[config.mk]
export PLATFORM = sky130hd
export DESIGN_NAME = asc_ctrl
export DESIGN_NICKNAME = d
export VERILOG_FILES = /design/src/common/asc_pkg.sv /design/src/hw/asc_sync.sv /design/src/hw/asc_ctrl.sv
export VERILOG_INCLUDE_DIRS = /design/src /design/src/common
export SDC_FILE = /design/constraint.sdc
export NUM_CORES = 1
export LEC_CHECK = 0
export ABC_AREA = 0
export BUFFER_PORTS_ARGS = -buffer_cell sky130_fd_sc_hd__buf_2
export CORE_ASPECT_RATIO = 1.1
export CORE_MARGIN = 2
export CORE_UTILIZATION = 46
export DETAILED_ROUTE_END_ITERATION = 10
export PLACE_DENSITY = 0.73
export SLEW_MARGIN = 30
export SYNTH_ARGS = -nofsm -noshare
export SYNTH_HDL_FRONTEND = slang
export SYNTH_HIERARCHICAL = 1
export SYNTH_SLANG_ARGS = --single-unit
export TNS_END_PERCENT = 100
[constraint.sdc]
create_clock -name ref_clk -period 2.2 [get_ports ref_clk]
set_input_delay 0.33 -clock ref_clk [delete_from_list [all_inputs] [get_ports ref_clk]]
set_output_delay 0.33 -clock ref_clk [all_outputs]
set_load 0.1 [all_outputs]
[src/common/asc_map.svh]
`ifndef ASC_MAP_SVH
`define ASC_MAP_SVH

// Clock rate and derived figures.
`define ASC_CLK_PERIOD_NS 40
// Timing figures in ns.
`define ASC_READ_CYCLE_TIME_NS 70
`define ASC_ADDRESS_ACCESS_TIME_NS 70
`define ASC_OE_ACCESS_NS 35
`define ASC_ADDRESS_TO_WRITE_END_NS 60
`define ASC_DATA_TO_WRITE_END_NS 30
`define ASC_WE_TO_HIGHZ_MAX_NS 30
`define ASC_WRITE_PULSE_MIN_NS 50
`define ASC_RELEASE_MAX_NS 30
// Least times round up to whole cycles, never below one.
`define ASC_CEIL_CYC(ns) ((((ns) + `ASC_CLK_PERIOD_NS - 1) / `ASC_CLK_PERIOD_NS) < 1 ? 1 : \
    (((ns) + `ASC_CLK_PERIOD_NS - 1) / `ASC_CLK_PERIOD_NS))
// Cycles the read strobes stay low, one beyond the access time.
`define ASC_READ_ACCESS_CYC (`ASC_CEIL_CYC(`ASC_ADDRESS_ACCESS_TIME_NS) + 1)
// Write pulse with output enable high and low (bus turn-around included).
`define ASC_WRITE_PULSE_CYC `ASC_CEIL_CYC(`ASC_WRITE_PULSE_MIN_NS + 10)
`define ASC_WRITE_PULSE_OE_CYC `ASC_CEIL_CYC(`ASC_DATA_TO_WRITE_END_NS + `ASC_WE_TO_HIGHZ_MAX_NS)
// Idle gap after a read so the memory releases the pins.
`define ASC_TURN_CYC `ASC_CEIL_CYC(`ASC_RELEASE_MAX_NS)
// Recovery after leaving retention.
`define ASC_RECOVER_CYC `ASC_CEIL_CYC(`ASC_READ_CYCLE_TIME_NS)
// Reset values of the pins.
`define ASC_ADDR_RESET 19'h00000
`define ASC_DATA_RESET 8'h00

`endif

[src/common/asc_pkg.sv]
package asc_pkg;
    typedef logic [18:0] asc_addr_type;
    typedef logic [7:0] asc_data_type;
    typedef enum logic [5:0] {
        ASC_IDLE = 6'h01,
        ASC_READ = 6'h02,
        ASC_WRITE = 6'h04,
        ASC_TURN = 6'h08,
        ASC_RETAIN = 6'h10,
        ASC_RECOVER = 6'h20
    } asc_state_type;
endpackage : asc_pkg

[src/hw/asc_sync.sv]
`timescale 1ns/1ns
`default_nettype none
module asc_sync #(
    parameter int WIDTH = 8
) (
    // Clock and reset.
    input wire logic ref_clk,
    input wire logic rst_b,
    // Asynchronous input and its synchronised copy.
    input wire logic [WIDTH-1:0] async_in,
    output logic [WIDTH-1:0] sync_out
);
    logic [WIDTH-1:0] stage1_reg;

    always_ff @(posedge ref_clk) begin
        if (!rst_b) begin
            stage1_reg <= '0;
            sync_out <= '0;
        end else begin
            stage1_reg <= async_in;
            sync_out <= stage1_reg;
        end
    end
endmodule : asc_sync
`default_nettype wire

[src/hw/asc_ctrl.sv]
`timescale 1ns/1ns
`default_nettype none
`include "asc_map.svh"
module asc_ctrl (
    // Clock and reset.
    input wire logic ref_clk,
    input wire logic rst_b,
    // User request port.
    input wire logic req_valid,
    input wire logic req_write,
    input wire logic req_oe_low_write,
    input wire asc_pkg::asc_addr_type req_addr,
    input wire asc_pkg::asc_data_type req_wdata,
    output logic req_ready,
    output logic rsp_valid,
    output asc_pkg::asc_data_type rsp_rdata,
    // Retention control.
    input wire logic retain_req,
    output logic retain_active,
    // Memory pins.
    output asc_pkg::asc_addr_type word_address,
    output logic chip_sel_b,
    output logic out_en_b,
    output logic write_en_b,
    input wire asc_pkg::asc_data_type shared_data_pins_in,
    output asc_pkg::asc_data_type shared_data_pins_out,
    output logic shared_data_pins_oe
);
    import asc_pkg::*;

    localparam logic [3:0] READ_CYC = 4'(`ASC_READ_ACCESS_CYC);
    localparam logic [3:0] WR_CYC = 4'(`ASC_WRITE_PULSE_CYC);
    localparam logic [3:0] WR_OE_CYC = 4'(`ASC_WRITE_PULSE_OE_CYC);
    localparam logic [3:0] TURN_CYC = 4'(`ASC_TURN_CYC);
    localparam logic [3:0] RECOVER_CYC = 4'(`ASC_RECOVER_CYC);

    asc_state_type state_reg;
    logic [3:0] count_reg;
    logic write_oe_reg;
    asc_data_type data_sync;
    logic count_done;
    logic [1:0] rd_pend_reg;

    // ==========================================================
    // Read data synchroniser.
    asc_sync #(
        .WIDTH(8)
    ) u_data_sync (
        .ref_clk(ref_clk),
        .rst_b(rst_b),
        .async_in(shared_data_pins_in),
        .sync_out(data_sync)
    );

    assign count_done = (count_reg == 4'h1);

    // ==========================================================
    // Sequencer.
    always_ff @(posedge ref_clk) begin
        if (!rst_b) begin
            state_reg <= ASC_IDLE;
            count_reg <= 4'h0;
            write_oe_reg <= 1'b0;
        end else begin
            unique case (state_reg)
                ASC_IDLE: begin
                    if (retain_req) begin
                        state_reg <= ASC_RETAIN;
                    end else if (req_valid) begin
                        write_oe_reg <= req_oe_low_write;
                        if (req_write) begin
                            state_reg <= ASC_WRITE;
                            count_reg <= req_oe_low_write ? WR_OE_CYC : WR_CYC;
                        end else begin
                            state_reg <= ASC_READ;
                            count_reg <= READ_CYC;
                        end
                    end
                end
                ASC_READ: begin
                    count_reg <= count_reg - 4'h1;
                    if (count_done) begin
                        state_reg <= ASC_TURN;
                        count_reg <= TURN_CYC;
                    end
                end
                ASC_WRITE: begin
                    count_reg <= count_reg - 4'h1;
                    if (count_done) begin
                        state_reg <= ASC_TURN;
                        count_reg <= TURN_CYC;
                    end
                end
                ASC_TURN: begin
                    count_reg <= count_reg - 4'h1;
                    if (count_done) begin
                        state_reg <= ASC_IDLE;
                    end
                end
                ASC_RETAIN: begin
                    if (!retain_req) begin
                        state_reg <= ASC_RECOVER;
                        count_reg <= RECOVER_CYC;
                    end
                end
                ASC_RECOVER: begin
                    count_reg <= count_reg - 4'h1;
                    if (count_done) begin
                        state_reg <= ASC_IDLE;
                    end
                end
                default: begin
                    state_reg <= ASC_IDLE;
                end
            endcase
        end
    end

    // ==========================================================
    // Pin drive. Select and enables change together with the address
    // latched one edge earlier, so address leads each strobe.
    always_ff @(posedge ref_clk) begin
        if (!rst_b) begin
            word_address <= `ASC_ADDR_RESET;
            shared_data_pins_out <= `ASC_DATA_RESET;
        end else if (state_reg == ASC_IDLE && req_valid && !retain_req) begin
            word_address <= req_addr;
            shared_data_pins_out <= req_wdata;
        end
    end

    always_ff @(posedge ref_clk) begin
        if (!rst_b) begin
            chip_sel_b <= 1'b1;
            out_en_b <= 1'b1;
            write_en_b <= 1'b1;
            shared_data_pins_oe <= 1'b0;
        end else begin
            // Strobes cover every cycle of the access state, so a count of N
            // holds them low for N whole cycles.
            // Select and write enable fall together, so the write starts on
            // one edge and the memory keeps its pins released.
            chip_sel_b <= !(state_reg == ASC_READ || state_reg == ASC_WRITE);
            out_en_b <= !(state_reg == ASC_READ
                || (state_reg == ASC_WRITE && write_oe_reg));
            // Both strobes rise on the same edge while data is still held.
            write_en_b <= !(state_reg == ASC_WRITE);
            // Data is driven only inside the write pulse and held to its end.
            shared_data_pins_oe <= (state_reg == ASC_WRITE);
        end
    end

    // ==========================================================
    // Read capture and handshake outputs.
    always_ff @(posedge ref_clk) begin
        if (!rst_b) begin
            rd_pend_reg <= 2'h0;
            rsp_valid <= 1'b0;
            rsp_rdata <= `ASC_DATA_RESET;
        end else begin
            // The pins are sampled at the edge that leaves ASC_READ, which starts the last strobe
            // cycle; that copy needs two more edges to leave the synchroniser.
            rd_pend_reg <= {rd_pend_reg[0], (state_reg == ASC_READ) && count_done};
            rsp_valid <= rd_pend_reg[1];
            if (rd_pend_reg[1]) begin
                rsp_rdata <= data_sync;
            end
        end
    end

    always_ff @(posedge ref_clk) begin
        if (!rst_b) begin
            req_ready <= 1'b0;
            retain_active <= 1'b0;
        end else begin
            req_ready <= (state_reg == ASC_TURN && count_done)
                || (state_reg == ASC_RECOVER && count_done)
                || (state_reg == ASC_IDLE && !req_valid && !retain_req);
            retain_active <= (state_reg == ASC_RETAIN);
        end
    end
endmodule : asc_ctrl
`default_nettype wire

==> results.py, run 1 <==
metrics = {
    "critical_path": {
        "end_kind": "register",
        "path_cells": "nor4_4 > nand2_2 > nor3b_4 > buf_4 > nand2_1 > a21oi_1",
        "crit_required_ns": 2.46,
        "crit_arrival_ns": 2.10,
        "worst_setup_path_start_kind": "register",
        "worstSetupPathType": "register to register",
        "cp_slowest_cell": "nor4_4",
        "critPathMaxFanout": 21,
        "critical-path-max-stage-delay_ns": 0.44,
    },
    "yosys": {
        "synth_compound_gate_area_share_pct": 12.0,
        "synth_xor_area_share_pct": 0.666,
        "synthFlopType": "dfxtp_1",
        "synth_area_um2": 2630,
        "ys_ff_latch": 71,
        "yosysWarnings": 6,
        "synth-simple-area-share_pct": 24.8,
        "synth.largest_area_cell": "dfxtp_1",
        "synth_nets": 331,
        "synth_area_per_cell_um2": 9.14,
        "synth.top_cell.area_share_pct": 54.0,
        "synth_top_family_by_area": "simple AND/OR/NAND/NOR gates",
        "synth_area_leaders": "dfxtp_1 (54%), nand2_1 (8.7%), a21oi_1 (6.7%)",
        "synth_fa_ha_area_share_pct": 0.951,
        "synth_edf_count": 0,
        "ys_seq_area_share_pct": 54.0,
        "muxShareOfSynthArea_pct": 3.42,
        "synthArstFlopShare_pct": 0,
        "syn_inst": 288,
        "yosysUniqueCellTypes": 43,
    },
    "pwr": {
        "p_total_mw": 2.99,
        "worst_ir_drop_vdd_v": 0.000672,
        "powerDensity_nw_per_um2": 910,
        "p_leak_nw": 1.47,
    },
    "timing": {
        "fin_crit_sh_pct": 83.3,
        "slew_violations": 0,
        "tns_ns": 0,
        "clock-skew-final_ns": 0.0102,
        "finalCriticalPeriod_ns": 1.83,
        "setup-violations-final": 0,
        "max_slew_margin_pct": 65.9,
        "grt_setup_unrepaired": "false",
        "final_hold_viol_count": 0,
        "worstMarginPinSlew_ns": 0.511,
        "fmax_mhz": 545,
    },
    "cells_and_area": {
        "regMostFlops": "word_address",
        "area_growth_pct": 25.1,
        "fill_cells": 501,
        "drive_above_1_share_pct": 33.0,
        "antennaDiodeCount": 0,
        "layout.nets": 411,
        "largest_register_ffs": 19,
    },
    "placed_design": {
        "dp_hpwl_mm": 3.75,
        "gp_congestion": 0.853,
        "numPortBuffers": 82,
    },
    "cts": {
        "holdBufCountCts": 0,
        "insertion_delay_ns": 0.35,
        "cts_tree": "yes",
        "htree_levels": 3,
        "cts_resized": 0,
        "numCtsBuffers": 9,
        "postCtsSetupBuffers": 0,
        "cts-root-buf": "clkbuf_8",
        "cts.path.max_buffers": 2,
        "cts_sinks": 71,
        "clk_pin_slew_ns": 0.09,
    },
    "floorplan": {
        "rows": 28,
        "io_pins": 83,
        "start_util_pct": 48.1,
        "die_w_um": 76.1,
        "dieArea_um2": 6340,
        "core_um2": 5470,
        "die_y_um": 83.3,
    },
    "status": {
        "outcome": "completed",
    },
    "detailed_routing": {
        "drc": 0,
        "first_pass_iters": 4,
        "avgViaCountPerCell": 4.89,
        "wl_mm": 5.50,
        "routedWlPerCell_um": 12.3,
        "antenna_left": 0,
        "drt_iter0_markers": 123,
        "vias": 2192,
    },
    "global_routing": {
        "overflow": 0,
        "grt_usage_pct": 18.4,
        "antenna_found_initial": 0,
        "grt_max_degree": 30,
        "grt_pass1_vias": 2084,
        "grt_pass1_wl_mm": 9.31,
    },
    "run": {
        "drv_cap": 0,
    },
    "worst_hold_path": {
        "hp-class": "primary input to register",
    },
}
-- metal layers --
layer / global-route usage, % / up-vias / part of all wire (%)
met5: 0 / - / 0
met4: 8.10 / 0 / 1.8
li1: - / 1116 / -
met1: 21.2 / 994 / 43
met3: 7.07 / 11 / 7.2
met2: 30.3 / 71 / 48
-- worst max-delay path: cells and delay by family, from the launching register on --
family,cells,cell delay [ns]
AO/OA/AOI/OAI,1,0.19
buffers and inverters,1,0.27
flip-flops,1,0.42
AND/OR/NAND/NOR,4,0.87
-- worst paths after layout --
kind                             start                         to  slack, ns  depth (start not counted)
max                       state_reg[2]    shared_data_pins_out[2]       0.37                          6
min             shared_data_pins_in[0]  u_data_sync/stage1_reg[0]       0.19                          2
max reg2reg               state_reg[2]    shared_data_pins_out[2]       0.37                          6
min reg2reg  u_data_sync/stage1_reg[2]    u_data_sync/sync_out[2]       0.44                          1
-- where the power goes --
group	total [mW]	switching (mW)	internal (mW)
registers	1.38	0.0361	1.34
logic	0.527	0.391	0.136
clock network	1.09	0.540	0.546
-- metrics by stage --
stage / setup WS, ns / instances / utilization [%] / area, um2 / hold slack [ns]
6_report: 0.367 / 448 / 60.2 / 3290 / 0.193
5_1_grt: 0.191 / 448 / 60.2 / 3290 / 0.177
4_1_cts: 0.359 / 448 / 60.2 / 3290 / 0.176
3_5_place_dp: 0.400 / 432 / 56.4 / 3080 / 0.421
3_3_place_gp: 0.479 / 432 / 56.4 / 3080 / 0.413
2_1_floorplan: 0.562 / 288 / - / 2630 / 0.412
-- layout by cell type (no fill, tap or decap), types with 6 or more instances in the layout --
master / instances
a21oi_1: 35
and2_1: 8
and2_2: 12
buf_2: 82
clkbuf_8: 9
dfxtp_1: 71
mux2i_1: 9
nand2_1: 61
nor2_1: 20
o21ai_0: 6
-- kinds of logic after synthesis --
kind of cell    Yosys count
compound gates           54
xor+xnor                  2
fa+ha+maj                 2
buf+inv                  22
flops                    71
mux                       9
simple gates            128
-- final cells by class --
class                           count  area, um2  area share [%]
Clock buffer                        9        124            3.76
Multi-Input combinational cell    195       1110            33.7
Sequential cell                    71       1420            43.2
Tap cell                           75       93.8            2.85
Clock inverter                      7       85.1            2.59
Timing Repair Buffer               86        440            13.4
Inverter                            5       18.8           0.570
-- synth_stat cells, types with 2 or more instances --
cell type  instances
a211o_1            2
a21o_1             2
a21oi_1           35
and2_1             8
and2_2            12
and3_1             2
and4b_1            2
buf_2              6
buf_6              2
clkbuf_1           8
dfxtp_1           71
ha_1               2
inv_1              4
mux2i_1            9
nand2_1           61
nand4_1            3
nor2_1            20
nor2b_1            4
nor3_1             2
nor4_1             2
o211a_1            2
o21ai_0            6
or2_2              3
(Power assumes the default switching activity.)
==> inputs of run 2 (changes only) <==
- clock period: 2.2 -> 1.7 ns (I/O delays scaled with it)
==> run 2 against run 1 <==
  * The run now ends with negative setup slack left
  * Die area stayed put
  * Cell count is 3.6% higher
  * Hold slack worse by 0.079 ns
  * Maximum frequency is 7.3% higher
  * Via count is 4.1% higher
  * Combinational power is 54% higher
  * Sequential share of layout area is 3.6 points lower
  * Clock skew is 0.0015 ns higher
  * Core utilization is 5.9 points higher
  * Register-to-register slack worse by 0.38 ns
  * Critical path type unchanged
  * Largest cell class unchanged
  * Largest power group unchanged
  * Highest routed layer unchanged
==> results.py, run 2 (synthesized netlist as in run 1, its figures left out) <==
metrics = {
    "global_routing": {
        "grt_usage_pct": 18.2,
        "grt_pass1_wl_mm": 9.43,
        "antenna_found_initial": 0,
        "grt_pass1_vias": 2224,
        "grt_max_degree": 32,
        "overflow": 0,
    },
    "cells_and_area": {
        "antennaDiodeCount": 0,
        "multi_input_area_um2": 1250,
        "drive_above_1_share_pct": 45.5,
        "fin_util_pct": 66.1,
        "regMostFlops": "word_address",
        "largest_register_ffs": 19,
        "layout.cells.non_filler": 464,
        "layout_commonest_cell": "buf_2",
        "area_growth_pct": 37.2,
        "layout.nets": 427,
        "mostFrequentLayoutCells": "buf_2 (82), dfxtp_1 (67), nand2_1 (48)",
        "final_area_um2": 3610,
        "register_area_um2": 1430,
        "fill_cells": 478,
    },
    "detailed_routing": {
        "routedWlPerCell_um": 13.1,
        "antenna_left": 0,
        "drt_iter0_markers": 70,
        "vias": 2281,
        "wl_mm": 6.07,
        "first_pass_iters": 4,
        "drc": 0,
        "avgViaCountPerCell": 4.92,
    },
    "pwr": {
        "p_leak_nw": 1.61,
        "p_total_mw": 3.85,
        "powerDensity_nw_per_um2": 1070,
        "worst_ir_drop_vdd_v": 0.000761,
    },
    "timing": {
        "fin_ws_ns": -0.00886,
        "clock-skew-final_ns": 0.0117,
        "slew_violations": 0,
        "tns_ns": -0.0176,
        "hold_ws_ns": 0.114,
        "fin_crit_sh_pct": 101,
        "worstMarginPinSlew_ns": 0.498,
        "max_slew_margin_pct": 66.8,
        "finalCriticalPeriod_ns": 1.71,
        "fmax_mhz": 585,
        "grt_setup_unrepaired": "true",
        "setup-violations-final": 2,
        "final_hold_viol_count": 0,
    },
    "placed_design": {
        "numPortBuffers": 82,
        "gp_congestion": 0.824,
        "dpl_cell_area_um2": 3190,
        "dp_worst_setup_slack_ns": -0.0712,
        "dp_hpwl_mm": 3.94,
        "dp_cells": 443,
    },
    "critical_path": {
        "end_kind": "register",
        "critical-path-max-stage-delay_ns": 0.39,
        "worstSetupPathType": "register to register",
        "crit_required_ns": 1.94,
        "rrSetupSlack_ns": -0.009,
        "r2r_start": "state_reg[5]",
        "path_cells": "buf_4 > xor2_1 > a211oi_2 > nor2_2 > and4b_1 > a211o_1",
        "critPathMaxFanout": 8,
        "rr_worst_depth": 6,
        "endpoint": "count_reg[2]",
        "worst_setup_path_start_kind": "register",
        "r2r-end": "count_reg[2]",
        "crit_start": "state_reg[5]",
        "crit_arrival_ns": 1.95,
        "cp_slowest_cell": "dfxtp_4",
    },
    "floorplan": {
        "dieArea_um2": 6340,
        "die_w_um": 76.1,
        "rows": 28,
        "io_pins": 83,
        "die_y_um": 83.3,
        "start_util_pct": 48.1,
        "core_um2": 5470,
    },
    "cts": {
        "insertion_delay_ns": 0.35,
        "cts-root-buf": "clkbuf_8",
        "htree_levels": 3,
        "cts_tree": "yes",
        "numCtsBuffers": 9,
        "holdBufCountCts": 0,
        "clk_pin_slew_ns": 0.09,
        "cts.path.max_buffers": 2,
        "cts_sinks": 71,
    },
    "status": {
        "violations": "negative setup slack",
        "outcome": "finished, violations left",
    },
    "run": {
        "drv_cap": 0,
    },
    "worst_hold_path": {
        "hp-class": "primary input to register",
    },
}
-- run 2: cell types whose count changed in the layout (fill, tap and decap cells not counted), sizes merged --
cell      delta
buf         +14
clkbuf       +2
bufinv       -1
clkinvlp     +1
-- run 2: layout make-up --
cell class | count | area share (%)
flip-flops and latches | 71 | 39.6
multi-input cells | 195 | 34.7
repair buffers | 102 | 17.5
clock buffers | 9 | 3.43
well taps | 75 | 2.60
clock inverters | 7 | 1.66
inverters | 5 | 0.520
-- run 2: worst min-delay path by stage --
stage                                      to                      start  slack (ns)  cells after the start
floorplan                        write_oe_reg           req_oe_low_write        0.39                      2
global placement      u_data_sync/sync_out[3]  u_data_sync/stage1_reg[3]        0.41                      1
detailed placement    u_data_sync/sync_out[1]  u_data_sync/stage1_reg[1]        0.42                      1
CTS                 u_data_sync/stage1_reg[6]     shared_data_pins_in[6]        0.10                      2
global route        u_data_sync/stage1_reg[0]     shared_data_pins_in[0]        0.10                      2
finish              u_data_sync/stage1_reg[3]     shared_data_pins_in[3]        0.11                      2
-- run 2: power by group --
part / internal (mW) / total (mW) / leakage, nW / switching (mW)
Clock: 0.554 / 1.26 / 0.0848 / 0.705
Sequential: 1.74 / 1.78 / 0.581 / 0.0435
Combinational: 0.251 / 0.809 / 0.945 / 0.558
-- run 2: critical path, delay by kind of cell (launching register included) --
family / cells / cell delay [ns]
compound gates: 2 / 0.62
xor+xnor: 1 / 0.14
buf+inv: 1 / 0.14
flops: 1 / 0.39
simple gates: 2 / 0.32
-- run 2: what timing repair did --
action,4_1_cts,5_1_grt
setup buffers,0,2
cloned,0,3
gates resized for setup,4,44
pin swaps,0,17
setup endpoints to repair,8,36
-- run 2: metal layers --
layer / track usage, % / up-vias / share of wire, %
met3: 7.17 / 7 / 6.8
met1: 20.2 / 1042 / 41
li1: - / 1153 / -
met4: 6.45 / 0 / 1.2
met5: 0 / - / 0
met2: 31.5 / 79 / 51
